<file path="config.mk">
export PLATFORM = sky130hd
export DESIGN_NAME = eal_ctrl
export DESIGN_NICKNAME = d
export VERILOG_FILES = /design/src/core/eal_pkg.sv /design/src/core/eal_ctrl.sv
export VERILOG_INCLUDE_DIRS = /design/src /design/src/core
export SDC_FILE = /design/constraint.sdc
export NUM_CORES = 1
export LEC_CHECK = 0
export ABC_AREA = 1
export BUFFER_PORTS_ARGS = -buffer_cell sky130_fd_sc_hd__buf_2
export CORE_MARGIN = 2
export CORE_UTILIZATION = 54
export DETAILED_ROUTE_END_ITERATION = 10
export GPL_ROUTABILITY_DRIVEN = 0
export HOLD_SLACK_MARGIN = 0.1
export PLACE_DENSITY = 0.77
export SETUP_SLACK_MARGIN = 0.2
export SKIP_LAST_GASP = 1
export SYNTH_ARGS = -nofsm -noshare
export SYNTH_HDL_FRONTEND = slang
export SYNTH_SLANG_ARGS = --single-unit
</file>
<file path="constraint.sdc">
create_clock -name clk_in -period 1.3 [get_ports clk_in]
set_input_delay 0.065 -clock clk_in [delete_from_list [all_inputs] [get_ports clk_in]]
set_output_delay 0.065 -clock clk_in [all_outputs]
set_load 0.05 [all_outputs]
</file>
<file path="src/core/eal_defines.svh">
// constants for the addressable latch controller
`ifndef EAL_DEFINES_SVH
`define EAL_DEFINES_SVH
`define EAL_ADDR_W 3
`define EAL_LATCH_N 8
// settle time between pin steps, in ns as drawn, and in cycles at 40 MHz
`define EAL_SETTLE_NS 25
`define EAL_CLK_NS 25
`define EAL_SETTLE_CYC ((`EAL_SETTLE_NS + `EAL_CLK_NS - 1) / `EAL_CLK_NS)
`define EAL_CMD_WRITE 2'h0
`define EAL_CMD_CLEAR 2'h1
`define EAL_CMD_DEMUX 2'h2
`define EAL_CMD_HOLD 2'h3
`endif

</file>
<file path="src/core/eal_pkg.sv">
// types for the addressable latch controller
`default_nettype none
package eal_pkg;
  typedef enum logic [2:0] {
    EAL_IDLE = 3'h0,
    EAL_ADDR = 3'h1,
    EAL_STRB = 3'h3,
    EAL_CLRS = 3'h2,
    EAL_DMXS = 3'h6,
    EAL_DMXE = 3'h7
  } eal_state_t;
endpackage
`default_nettype wire

</file>
<file path="src/core/eal_ctrl.sv">
// host controller that drives an eight-bit addressable latch through its pins
`timescale 1ns/1ps
`include "eal_defines.svh"
`default_nettype none
module eal_ctrl
  import eal_pkg::*;
(
  input wire logic clk_in,
  input wire logic rst_b_in,
  input wire logic cmd_valid_in,
  input wire logic [1:0] cmd_op_in,
  input wire logic [`EAL_ADDR_W-1:0] cmd_addr_in,
  input wire logic cmd_data_in,
  output logic cmd_ready_out,
  output logic addr_bit0_out,
  output logic addr_bit1_out,
  output logic addr_bit2_out,
  output logic data_out,
  output logic enable_n_out,
  output logic wipe_all_n_out,
  output logic inited_out
);
  ////////////////////////////////////////////////////////////////////////
  typedef struct packed {
    eal_state_t st;
    logic [`EAL_ADDR_W-1:0] addr;
    logic data;
    logic en_n;
    logic wipe_n;
    logic inited;
    // a write that arrives in demux mode waits here until the exit is done
    logic pend;
    logic [`EAL_ADDR_W-1:0] paddr;
    logic pdata;
    logic [1:0] cnt;
  } eal_regs_t;

  eal_regs_t r;
  eal_regs_t next_r;

  // one settle cycle per pin step; the count field is sized for that
  localparam logic [1:0] SETTLE = 2'(`EAL_SETTLE_CYC);

  ////////////////////////////////////////////////////////////////////////
  // demux is the one mode with both pins low; leaving it is order-critical
  function automatic logic eal_is_demux(input logic en_n, input logic wipe_n);
    return !en_n && !wipe_n;
  endfunction

  ////////////////////////////////////////////////////////////////////////
  // next-state logic: each command walks enable and wipe so no wrong latch loads
  always_comb begin
    next_r = r;
    if (r.cnt != 2'h0) begin
      next_r.cnt = r.cnt - 2'h1;
    end else begin
      unique case (r.st)
        EAL_IDLE: begin
          if (r.pend) begin
            // the deferred write: demux is left and the latch disabled
            next_r.addr = r.paddr;
            next_r.data = r.pdata;
            next_r.pend = 1'b0;
            next_r.st = EAL_ADDR;
            next_r.cnt = SETTLE;
          end else if (cmd_valid_in) begin
            unique case (cmd_op_in)
              `EAL_CMD_WRITE: begin
                if (eal_is_demux(r.en_n, r.wipe_n)) begin
                  // out of demux, wipe must rise under enable before the address may move
                  next_r.wipe_n = 1'b1;
                  next_r.paddr = cmd_addr_in;
                  next_r.pdata = cmd_data_in;
                  next_r.pend = 1'b1;
                  next_r.st = EAL_DMXE;
                  next_r.cnt = SETTLE;
                end else begin
                  // address moves only while disabled and wipe high
                  // a zero to a location wired to wipe resets all, a one restores
                  next_r.en_n = 1'b1;
                  next_r.wipe_n = 1'b1;
                  next_r.addr = cmd_addr_in;
                  next_r.data = cmd_data_in;
                  next_r.st = EAL_ADDR;
                  next_r.cnt = SETTLE;
                end
              end
              `EAL_CMD_CLEAR: begin
                // entering clear needs no ordering
                next_r.en_n = 1'b1;
                next_r.wipe_n = 1'b0;
                next_r.st = EAL_CLRS;
                next_r.cnt = SETTLE;
              end
              `EAL_CMD_DEMUX: begin
                // disable first so the address change sees memory or clear mode
                next_r.en_n = 1'b1;
                next_r.addr = cmd_addr_in;
                next_r.data = cmd_data_in;
                next_r.st = EAL_DMXS;
                next_r.cnt = SETTLE;
              end
              `EAL_CMD_HOLD: begin
                // hold: memory mode; leaving demultiplex raises wipe first
                next_r.wipe_n = 1'b1;
                next_r.st = EAL_DMXE;
                next_r.cnt = SETTLE;
              end
            endcase
          end
        end
        EAL_ADDR: begin
          // strobe the enable with address already stable
          next_r.en_n = 1'b0;
          next_r.st = EAL_STRB;
          next_r.cnt = SETTLE;
        end
        EAL_STRB: begin
          next_r.en_n = 1'b1; // store and return to memory mode
          next_r.st = EAL_IDLE;
        end
        EAL_CLRS: begin
          // clear leaves to memory; the address is never touched here
          next_r.wipe_n = 1'b1;
          next_r.inited = 1'b1; // contents are known once the clear pulse ends
          next_r.st = EAL_IDLE;
        end
        EAL_DMXS: begin
          // wipe and enable go low on the same edge: demultiplex with others low
          next_r.wipe_n = 1'b0;
          next_r.en_n = 1'b0;
          next_r.st = EAL_IDLE;
        end
        EAL_DMXE: begin
          // a deferred write goes back through idle, so the address moves a cycle later
          next_r.en_n = 1'b1; // enable rises a step after wipe
          next_r.st = EAL_IDLE;
        end
        default: begin
          next_r.st = EAL_IDLE;
        end
      endcase
    end
  end

  ////////////////////////////////////////////////////////////////////////
  // reset puts the device in clear mode, disabled
  // inited stays low through reset and rises with wipe at the end of the clear
  always_ff @(posedge clk_in or negedge rst_b_in) begin
    if (!rst_b_in) begin
      r <= '{st: EAL_CLRS, addr: 3'h0, data: 1'b0, en_n: 1'b1, wipe_n: 1'b0,
             inited: 1'b0, pend: 1'b0, paddr: 3'h0, pdata: 1'b0,
             cnt: 2'h1};
    end else begin
      r <= next_r;
    end
  end

  ////////////////////////////////////////////////////////////////////////
  // pins straight from flops; addr_bit0 is the low bit
  // the three low address bits are meant to go in common to every unit
  assign addr_bit0_out = r.addr[0];
  assign addr_bit1_out = r.addr[1];
  assign addr_bit2_out = r.addr[2];
  assign data_out = r.data;
  assign enable_n_out = r.en_n;
  assign wipe_all_n_out = r.wipe_n;
  assign inited_out = r.inited;
  assign cmd_ready_out = (r.st == EAL_IDLE) && (r.cnt == 2'h0) && !r.pend;

  ////////////////////////////////////////////////////////////////////////
  // checks on the pin sequences
  // they watch the flops behind the pins, one sample per clock
  AST_ADDR_ONLY_DISABLED: assert property (@(posedge clk_in) disable iff (!rst_b_in)
    $changed(r.addr) |-> r.en_n) else $error("address moved while enabled");
  AST_STROBE_AFTER_ADDR: assert property (@(posedge clk_in) disable iff (!rst_b_in)
    $fell(r.en_n) && r.wipe_n |-> $stable(r.addr) && $past(r.en_n)) else $error("strobe without stable address");
  AST_STROBE_LEN: assert property (@(posedge clk_in) disable iff (!rst_b_in)
    $fell(r.en_n) && r.wipe_n |=> !r.en_n ##1 r.en_n) else $error("strobe length wrong");
  AST_DMX_EXIT_ORDER: assert property (@(posedge clk_in) disable iff (!rst_b_in)
    $rose(r.wipe_n) && !$past(r.en_n) |-> !r.en_n) else $error("enable rose with wipe");
  AST_CLEAR_LEN: assert property (@(posedge clk_in) disable iff (!rst_b_in)
    $fell(r.wipe_n) && r.en_n |=> !r.wipe_n ##1 r.wipe_n) else $error("clear pulse wrong");
  AST_CLR_ADDR_STABLE: assert property (@(posedge clk_in) disable iff (!rst_b_in)
    $rose(r.wipe_n) |-> $stable(r.addr)) else $error("address moved leaving clear");
  AST_READY_IDLE: assert property (@(posedge clk_in) disable iff (!rst_b_in)
    cmd_ready_out |-> r.en_n || !r.wipe_n) else $error("idle with the latch left open");
  AST_INITED_STAYS: assert property (@(posedge clk_in) disable iff (!rst_b_in)
    r.inited |=> r.inited) else $error("init flag dropped");
  AST_INITED_AFTER_CLEAR: assert property (@(posedge clk_in) disable iff (!rst_b_in)
    $rose(r.inited) |-> $rose(r.wipe_n) && r.en_n) else $error("init flag rose outside a clear");
  AST_PEND_WIPE_HIGH: assert property (@(posedge clk_in) disable iff (!rst_b_in)
    r.pend |-> r.wipe_n) else $error("deferred write with wipe low");
  AST_DMX_ENTRY_STEADY: assert property (@(posedge clk_in) disable iff (!rst_b_in)
    $fell(r.wipe_n) && !r.en_n |-> $stable(r.addr) && $stable(r.data)) else $error("demux entered on moving pins");
  AST_DATA_ONLY_DISABLED: assert property (@(posedge clk_in) disable iff (!rst_b_in)
    $changed(r.data) |-> r.en_n) else $error("data moved while enabled");
  // covers for the main pin walks
  COV_WRITE: cover property (@(posedge clk_in) disable iff (!rst_b_in) $fell(r.en_n) && r.wipe_n);
  COV_DEMUX: cover property (@(posedge clk_in) disable iff (!rst_b_in) eal_is_demux(r.en_n, r.wipe_n));
  COV_WRITE_FROM_DEMUX: cover property (@(posedge clk_in) disable iff (!rst_b_in) r.pend && r.st == EAL_DMXE);
  COV_DMX_EXIT: cover property (@(posedge clk_in) disable iff (!rst_b_in) $rose(r.wipe_n) && !r.en_n);
endmodule
`default_nettype wire

</file>
==> run_summary.xml, run 1 <==
<?xml version="1.0" encoding="UTF-8"?>
<metrics>
  <group name="setup_path">
    <metric name="worstReg2RegEnd" unit="">enable_n_out</metric>
    <metric name="crit_path_cell_chain" unit="">buf_4, nor2_4, nand2_8, buf_4, nor2_2, nor2_2, nand3_2, nand2_1, nand2_1</metric>
    <metric name="cp_num_buf_inv" unit="">2</metric>
    <metric name="worst_path_dominant_cell_family" unit="">simple AND/OR/NAND/NOR gates</metric>
    <metric name="critPathLaunchType" unit="">flip-flop</metric>
    <metric name="timing.critical_path.arrival" unit="ps">1790</metric>
    <metric name="timing.critical_path.slowest_cell_delay" unit="ps">440</metric>
    <metric name="worst-setup-path-type" unit="">flip-flop to flip-flop</metric>
    <metric name="r2r_setup_slack" unit="ps">-230</metric>
    <metric name="worst-path-max-fanout" unit="">5</metric>
    <metric name="startpoint_of_the_worst_register_to_register_path" unit="">r[14]</metric>
    <metric name="required" unit="ps">1560</metric>
    <metric name="cpMaxStageDelayCell" unit="">dfrtp_1</metric>
    <metric name="critPathCaptureType" unit="">flip-flop</metric>
    <metric name="timing.reg2reg.worst_path_depth" unit="">9</metric>
    <metric name="cp.depth" unit="">9</metric>
  </group>
  <group name="drt">
    <metric name="drt-initial-drc-count" unit="">65</metric>
    <metric name="routedLengthMet1" unit="um">1510</metric>
    <metric name="avgViaCountPerCell" unit="">6.01</metric>
    <metric name="post-route-drc-count" unit="">0</metric>
    <metric name="detail_route.wirelength" unit="um">4040</metric>
    <metric name="routed_wl_met2" unit="um">2040</metric>
    <metric name="dr_wl_met3" unit="um">334</metric>
    <metric name="drt-wirelength-per-cell" unit="um">20.8</metric>
    <metric name="top_layer" unit="">met4</metric>
    <metric name="dr_total_vias" unit="">1165</metric>
    <metric name="antenna_left" unit="">0</metric>
    <metric name="dr.pass1.iters" unit="">5</metric>
  </group>
  <group name="finish">
    <metric name="num-nets-final" unit="">184</metric>
    <metric name="num_antenna_cells" unit="">0</metric>
    <metric name="area_delta_synth_final" unit="%">57.4</metric>
    <metric name="drive_above_1_share" unit="">0.550</metric>
  </group>
  <group name="worst_hold_path">
    <metric name="hold_class" unit="">primary input to flip-flop</metric>
    <metric name="min_delay_path_depth" unit="">5</metric>
    <metric name="min_from" unit="">cmd_valid_in</metric>
    <metric name="hold_end" unit="">r[3]</metric>
  </group>
  <group name="placement">
    <metric name="place.detailed.hpwl" unit="um">1670</metric>
    <metric name="portBuffers" unit="">16</metric>
  </group>
  <group name="cts">
    <metric name="clock_sinks" unit="">17</metric>
    <metric name="numCtsBuffers" unit="">3</metric>
    <metric name="path_clk_slew" unit="ps">120</metric>
    <metric name="cts_root_buffer" unit="">clkbuf_4</metric>
    <metric name="cts-root-to-sink-buffers" unit="">2</metric>
    <metric name="ctsHtreeMaxLevel" unit="">1</metric>
    <metric name="tritoncts" unit="">built</metric>
    <metric name="clkLatencyLatePin" unit="ps">310</metric>
  </group>
  <group name="yosys">
    <metric name="synth.net_count" unit="">137</metric>
    <metric name="synth.yosys.seq_area_share" unit="">0.415</metric>
    <metric name="synth-adder-area-share" unit="">0.0605</metric>
    <metric name="main_combinational_cell_family_by_area_after_synthesis" unit="">simple AND/OR/NAND/NOR gates</metric>
    <metric name="syn-cell-area" unit="um^2">1030</metric>
    <metric name="yosysWarningCount" unit="">0</metric>
    <metric name="yosys.area_share.simple" unit="">0.347</metric>
    <metric name="yosysUniqueCellTypes" unit="">25</metric>
    <metric name="instance_count_of_the_mapped_netlist" unit="">123</metric>
    <metric name="synth.area.mux_share" unit="">0.0387</metric>
    <metric name="synth_xor_xnor_area_share" unit="">0</metric>
    <metric name="syn_area_per_cell" unit="um^2">8.41</metric>
    <metric name="yosys_register_bits" unit="">17</metric>
    <metric name="synth-compound-area-share" unit="">0.0919</metric>
  </group>
  <group name="timing">
    <metric name="skew" unit="ps">12.0</metric>
    <metric name="final_number_of_max_transition_violations" unit="">0</metric>
    <metric name="final.setup.worst_slack" unit="ps">-226</metric>
    <metric name="hold_violation_total_from_the_final_report" unit="">0</metric>
    <metric name="setup-tns-final" unit="ps">-2740</metric>
    <metric name="timing.fmax" unit="MHz">655</metric>
    <metric name="final.min_clock_period" unit="ps">1530</metric>
    <metric name="fin_crit_sh" unit="">1.17</metric>
    <metric name="grt_setup_unrepaired" unit="">yes</metric>
    <metric name="slew_headroom" unit="">0.715</metric>
    <metric name="setup_viol_count_final" unit="">16</metric>
    <metric name="fin_worst_hold_slack" unit="ps">196</metric>
    <metric name="worst_slew_pin_slew" unit="ps">428</metric>
  </group>
  <group name="power_and_ir_drop">
    <metric name="irDropWorstVdd" unit="mV">2.02</metric>
    <metric name="power_per_cell_area" unit="nW/um^2">2790</metric>
    <metric name="p_leak" unit="nW">0.770</metric>
  </group>
  <group name="grt">
    <metric name="grt_start_max_net_pins" unit="">18</metric>
    <metric name="global_route_usage_sum" unit="">0.289</metric>
    <metric name="number_of_antenna_violations_at_the_first_check_in_global_routing" unit="">0</metric>
    <metric name="overflow" unit="">0</metric>
    <metric name="grt_first_pass_wirelength" unit="um">4500</metric>
    <metric name="vias_in_the_first_global_route" unit="">1049</metric>
  </group>
  <group name="die">
    <metric name="floorplan.io_pins" unit="">17</metric>
    <metric name="chipWidth" unit="um">47.8</metric>
    <metric name="initial_standard_cell_utilization_of_the_core" unit="">0.587</metric>
    <metric name="floorplan.rows" unit="">15</metric>
    <metric name="die_height" unit="um">47.8</metric>
    <metric name="coreArea" unit="um^2">1760</metric>
    <metric name="die_area" unit="um^2">2280</metric>
  </group>
  <group name="status">
    <metric name="violations" unit="">setup timing</metric>
    <metric name="result_of_the_run" unit="">finished with violations</metric>
  </group>
  <group name="run">
    <metric name="cap_viol_max_count" unit="">0</metric>
  </group>
</metrics>
## layout make-up
type                    count  area [um^2]
repair buffers             43          360
clock inverters             1         5.00
well taps                  25         31.3
fillers                    69          135
flip-flops and latches     17          432
clock buffers               3         22.5
inverters                  11         46.3
multi-input cells          94          732
## registers in the layout, indices dropped and copies added, names as in the netlist
signal,cells
addr_bit0_out,1
enable_n_out,1
addr_bit1_out,1
addr_bit2_out,1
wipe_all_n_out,1
inited_out,1
r,10
data_out,1
## timing repair
action	4_1_cts	5_1_grt
buffers inserted	10	8
gates resized for setup	26	23
endpoints found under the hold margin	24	0
endpoints found under the setup margin	17	18
hold buffers	5	0
pin swaps	7	15
## where the power goes
part | leakage (nW) | total, W | internal, W | switching (W)
Combinational | 0.545 | 0.00324 | 0.00133 | 0.00191
Clock | 0.0177 | 0.000310 | 0.000115 | 0.000195
Sequential | 0.208 | 0.00100 | 0.000767 | 0.000234
Total | 0.770 | 0.00455 | 0.00221 | 0.00234
## cells in the final DEF (no fill, tap or decap), types with 2 or more instances in the layout
cell type | synthesis | layout
inv_2 | 2 | 3
o21ai_2 | 1 | 3
nand2_4 | 4 | 3
buf_2 | 0 | 14
o21ai_0 | 5 | 2
dfstp_2 | 3 | 3
nand3_2 | 0 | 3
dfrtp_2 | 0 | 2
buf_12 | 0 | 3
o21ai_1 | 4 | 5
buf_6 | 0 | 4
a21oi_2 | 0 | 3
ha_1 | 5 | 5
inv_1 | 9 | 7
o22ai_2 | 0 | 2
nor2_1 | 11 | 5
nor3_1 | 2 | 2
nand4_1 | 2 | 2
buf_4 | 1 | 16
nand2_8 | 0 | 3
nand2_2 | 3 | 10
nand2_1 | 34 | 25
nor2_2 | 3 | 2
clkbuf_4 | 0 | 3
dlygate4sd3_1 | 0 | 5
dfrtp_1 | 14 | 12
mux2i_1 | 4 | 4
nor2_4 | 2 | 9
## cell usage after synthesis
cell type / number / area share
nor3_1: 2 / 0.0097
inv_2: 2 / 0.0073
o21ai_2: 1 / 0.0085
inv_1: 9 / 0.033
nand3_1: 4 / 0.019
buf_4: 1 / 0.0073
or2_1: 1 / 0.0060
dfstp_2: 3 / 0.076
nand2_1: 34 / 0.12
nor2_1: 11 / 0.040
nand2_4: 4 / 0.044
o22ai_1: 2 / 0.012
nor2_4: 2 / 0.022
nor3_4: 1 / 0.016
a31o_2: 1 / 0.0085
o21ai_0: 5 / 0.024
dfrtp_1: 14 / 0.34
nand4_1: 2 / 0.012
a21oi_1: 4 / 0.019
o21ai_1: 4 / 0.019
mux2i_1: 4 / 0.039
nor2_8: 1 / 0.019
nand2_2: 3 / 0.018
ha_1: 5 / 0.060
nor2_2: 3 / 0.018
## cell families after synthesis
| kind of cell | after synthesis |
|---|---|
| simple gates | 68 |
| compound gates | 17 |
| flops | 17 |
| buf+inv | 12 |
| fa+ha+maj | 5 |
| mux | 4 |
## how the worst max path moves through the flow
stage,from,endpoint
after detailed placement,r[16],r[5]
after global routing,r[14],enable_n_out
after floorplan,enable_n_out,addr_bit1_out
final,r[14],enable_n_out
after global placement,r[16],r[3]
after CTS,r[16],cmd_ready_out
## worst register-to-register path, delay by kind of cell, from the launching register on
family,cells,cell delay [ps]
AND/OR/NAND/NOR,7,700
flip-flops,1,440
buffers and inverters,2,330
## per-stage QoR
step,cells,worst slack (ps),cell area (um^2),power [W],utilization
6_report,194,-226,1630,0.00455,0.923
5_1_grt,194,-289,1630,0.00467,0.923
4_1_cts,186,-51.0,1450,0.00363,0.823
3_5_place_dp,167,-15.4,1190,0.00272,0.674
3_3_place_gp,167,58.7,1190,0.00268,0.674
2_1_floorplan,123,49.3,1060,0.00233,-
## layer usage
metal,vias to the layer above,track usage
met3,22,0.0302
met5,-,0
li1,492,-
met2,100,0.531
met4,0,0.151
met1,551,0.324
Power figures use the tool's default switching activity.
==> run 2: changes to the inputs <==
--- a/config.mk
+++ b/config.mk
@@ -9,11 +9,11 @@
 export ABC_AREA = 1
 export BUFFER_PORTS_ARGS = -buffer_cell sky130_fd_sc_hd__buf_2
 export CORE_MARGIN = 2
-export CORE_UTILIZATION = 54
+export CORE_UTILIZATION = 49
 export DETAILED_ROUTE_END_ITERATION = 10
 export GPL_ROUTABILITY_DRIVEN = 0
 export HOLD_SLACK_MARGIN = 0.1
-export PLACE_DENSITY = 0.77
+export PLACE_DENSITY = 0.74
 export SETUP_SLACK_MARGIN = 0.2
 export SKIP_LAST_GASP = 1
 export SYNTH_ARGS = -nofsm -noshare
==> constraint.sdc (replaced) <==
create_clock -name clk_in -period 1.28 [get_ports clk_in]
set_input_delay 0.064 -clock clk_in [delete_from_list [all_inputs] [get_ports clk_in]]
set_output_delay 0.064 -clock clk_in [all_outputs]
set_load 0.05 [all_outputs]
==> run_summary.xml, run 2 (same netlist as run 1, synthesis figures left out) <==
<?xml version="1.0" encoding="UTF-8"?>
<metrics>
  <group name="setup_path">
    <metric name="required" unit="ps">1480</metric>
    <metric name="worst-path-max-fanout" unit="">5</metric>
    <metric name="timing.critical_path.arrival" unit="ps">1630</metric>
    <metric name="worst-setup-path-type" unit="">flip-flop to flip-flop</metric>
    <metric name="critPathCaptureType" unit="">flip-flop</metric>
    <metric name="timing.critical_path.slowest_cell_delay" unit="ps">440</metric>
    <metric name="crit_path_cell_chain" unit="">buf_6, nor2_4, nand2_8, nor2_4, nand4_1, nand2_1, nand2_1</metric>
    <metric name="critPathLaunchType" unit="">flip-flop</metric>
    <metric name="cpMaxStageDelayCell" unit="">dfrtp_2</metric>
  </group>
  <group name="cts">
    <metric name="ctsHtreeMaxLevel" unit="">1</metric>
    <metric name="path_clk_slew" unit="ps">110</metric>
    <metric name="tritoncts" unit="">built</metric>
    <metric name="cts-root-to-sink-buffers" unit="">2</metric>
    <metric name="clock_sinks" unit="">17</metric>
    <metric name="numCtsBuffers" unit="">3</metric>
    <metric name="cts_root_buffer" unit="">clkbuf_4</metric>
    <metric name="clkLatencyLatePin" unit="ps">300</metric>
  </group>
  <group name="placement">
    <metric name="place.detailed.hpwl" unit="um">1780</metric>
    <metric name="portBuffers" unit="">16</metric>
    <metric name="dp_worst_setup_slack" unit="ps">2.80</metric>
    <metric name="place_inst" unit="">170</metric>
  </group>
  <group name="finish">
    <metric name="largest_register" unit="">r</metric>
    <metric name="drive_above_1_share" unit="">0.479</metric>
    <metric name="largest_register_ff_count" unit="">10</metric>
    <metric name="stdcell_count" unit="">190</metric>
    <metric name="most-common-layout-cells" unit="">nand2_1 (26), buf_2 (13), dfrtp_1 (12), buf_4 (11), nand2_2 (9)</metric>
    <metric name="area_delta_synth_final" unit="%">44.1</metric>
    <metric name="layout.core_utilization" unit="">0.753</metric>
    <metric name="mostFrequentLayoutCell" unit="">nand2_1</metric>
    <metric name="num-nets-final" unit="">178</metric>
    <metric name="num_antenna_cells" unit="">0</metric>
  </group>
  <group name="grt">
    <metric name="vias_in_the_first_global_route" unit="">1002</metric>
    <metric name="grt_first_pass_wirelength" unit="um">4500</metric>
    <metric name="overflow" unit="">0</metric>
    <metric name="global_route_usage_sum" unit="">0.242</metric>
    <metric name="number_of_antenna_violations_at_the_first_check_in_global_routing" unit="">0</metric>
    <metric name="grt_start_max_net_pins" unit="">18</metric>
  </group>
  <group name="die">
    <metric name="chipWidth" unit="um">50.0</metric>
    <metric name="floorplan.rows" unit="">16</metric>
    <metric name="initial_standard_cell_utilization_of_the_core" unit="">0.522</metric>
    <metric name="die_area" unit="um^2">2500</metric>
    <metric name="coreArea" unit="um^2">1980</metric>
    <metric name="floorplan.io_pins" unit="">17</metric>
    <metric name="die_height" unit="um">50.0</metric>
  </group>
  <group name="status">
    <metric name="result_of_the_run" unit="">finished with violations</metric>
    <metric name="violations" unit="">setup timing</metric>
  </group>
  <group name="drt">
    <metric name="avgViaCountPerCell" unit="">5.67</metric>
    <metric name="drt-initial-drc-count" unit="">49</metric>
    <metric name="dr_total_vias" unit="">1078</metric>
    <metric name="detail_route.wirelength" unit="um">3140</metric>
    <metric name="post-route-drc-count" unit="">0</metric>
    <metric name="antenna_left" unit="">0</metric>
    <metric name="dr.pass1.iters" unit="">4</metric>
    <metric name="drt-wirelength-per-cell" unit="um">16.5</metric>
  </group>
  <group name="timing">
    <metric name="slew_headroom" unit="">0.744</metric>
    <metric name="hold_violation_total_from_the_final_report" unit="">0</metric>
    <metric name="final.setup.worst_slack" unit="ps">-148</metric>
    <metric name="worst_slew_pin_slew" unit="ps">385</metric>
    <metric name="final.min_clock_period" unit="ps">1430</metric>
    <metric name="final_number_of_max_transition_violations" unit="">0</metric>
    <metric name="fin_crit_sh" unit="">1.12</metric>
    <metric name="setup_viol_count_final" unit="">12</metric>
    <metric name="timing.fmax" unit="MHz">700</metric>
    <metric name="setup-tns-final" unit="ps">-837</metric>
    <metric name="grt_setup_unrepaired" unit="">yes</metric>
    <metric name="skew" unit="ps">0.908</metric>
  </group>
  <group name="worst_hold_path">
    <metric name="hold_class" unit="">primary input to flip-flop</metric>
  </group>
  <group name="power_and_ir_drop">
    <metric name="p_leak" unit="nW">0.722</metric>
    <metric name="power_per_cell_area" unit="nW/um^2">2670</metric>
    <metric name="irDropWorstVdd" unit="mV">1.69</metric>
    <metric name="design_power_total" unit="W">0.00398</metric>
  </group>
  <group name="run">
    <metric name="cap_viol_max_count" unit="">0</metric>
  </group>
</metrics>
-- run 2: metal layers --
| layer | wire [um] | GRT usage | part of all wire | up-vias |
|---|---|---|---|---|
| li1 | - | - | - | 479 |
| met1 | 1250 | 0.296 | 0.40 | 509 |
| met2 | 1510 | 0.382 | 0.48 | 68 |
| met3 | 186 | 0.0485 | 0.059 | 22 |
| met4 | 191 | 0.162 | 0.061 | 0 |
| met5 | 0 | 0 | 0 | - |
-- run 2: worst paths after layout --
check	cells past startpoint	slack, ps	from	to
min reg2reg	1	490	inited_out	inited_out
max	7	-150	r[16]	r[4]
max reg2reg	7	-150	r[16]	r[4]
min in group asynchronous	2	200	rst_b_in	addr_bit2_out
min	5	190	cmd_valid_in	wipe_all_n_out
max in group asynchronous	2	770	rst_b_in	r[0]
-- run 2: what timing repair did --
action | in CTS | in global routing
gates resized for setup | 21 | 16
endpoints found under the setup margin | 17 | 19
pin swaps | 7 | 6
setup buffers | 9 | 2
endpoints found under the hold margin | 25 | 0
hold buffers | 5 | 0
-- run 2: power by group --
part | internal, W | switching [W] | total (W) | leakage [nW]
registers | 0.000780 | 0.000191 | 0.000971 | 0.208
logic | 0.00107 | 0.00163 | 0.00270 | 0.497
clock network | 0.000117 | 0.000190 | 0.000307 | 0.0177
-- run 2: final cells by class --
class / count / area, um^2
multi-input cells: 94 / 663
fillers: 128 / 490
flip-flops and latches: 17 / 432
repair buffers: 37 / 292
inverters: 11 / 43.8
well taps: 27 / 33.8
clock buffers: 3 / 22.5
clock inverters: 1 / 5.00
-- run 2: critical path: cells and delay by family, from the launching register on --
kind | cells | cell delay, ps
AND/OR/NAND/NOR | 6 | 750
flip-flops | 1 | 440
buffers and inverters | 1 | 130
-- run 2: per-stage QoR --
stage | instance area [um^2] | hold WS, ps
3_5_place_dp | 1200 | 8.74
5_1_grt | 1490 | 190
3_3_place_gp | 1200 | 1.31
2_1_floorplan | 1060 | -232
4_1_cts | 1420 | 160
6_report | 1490 | 189
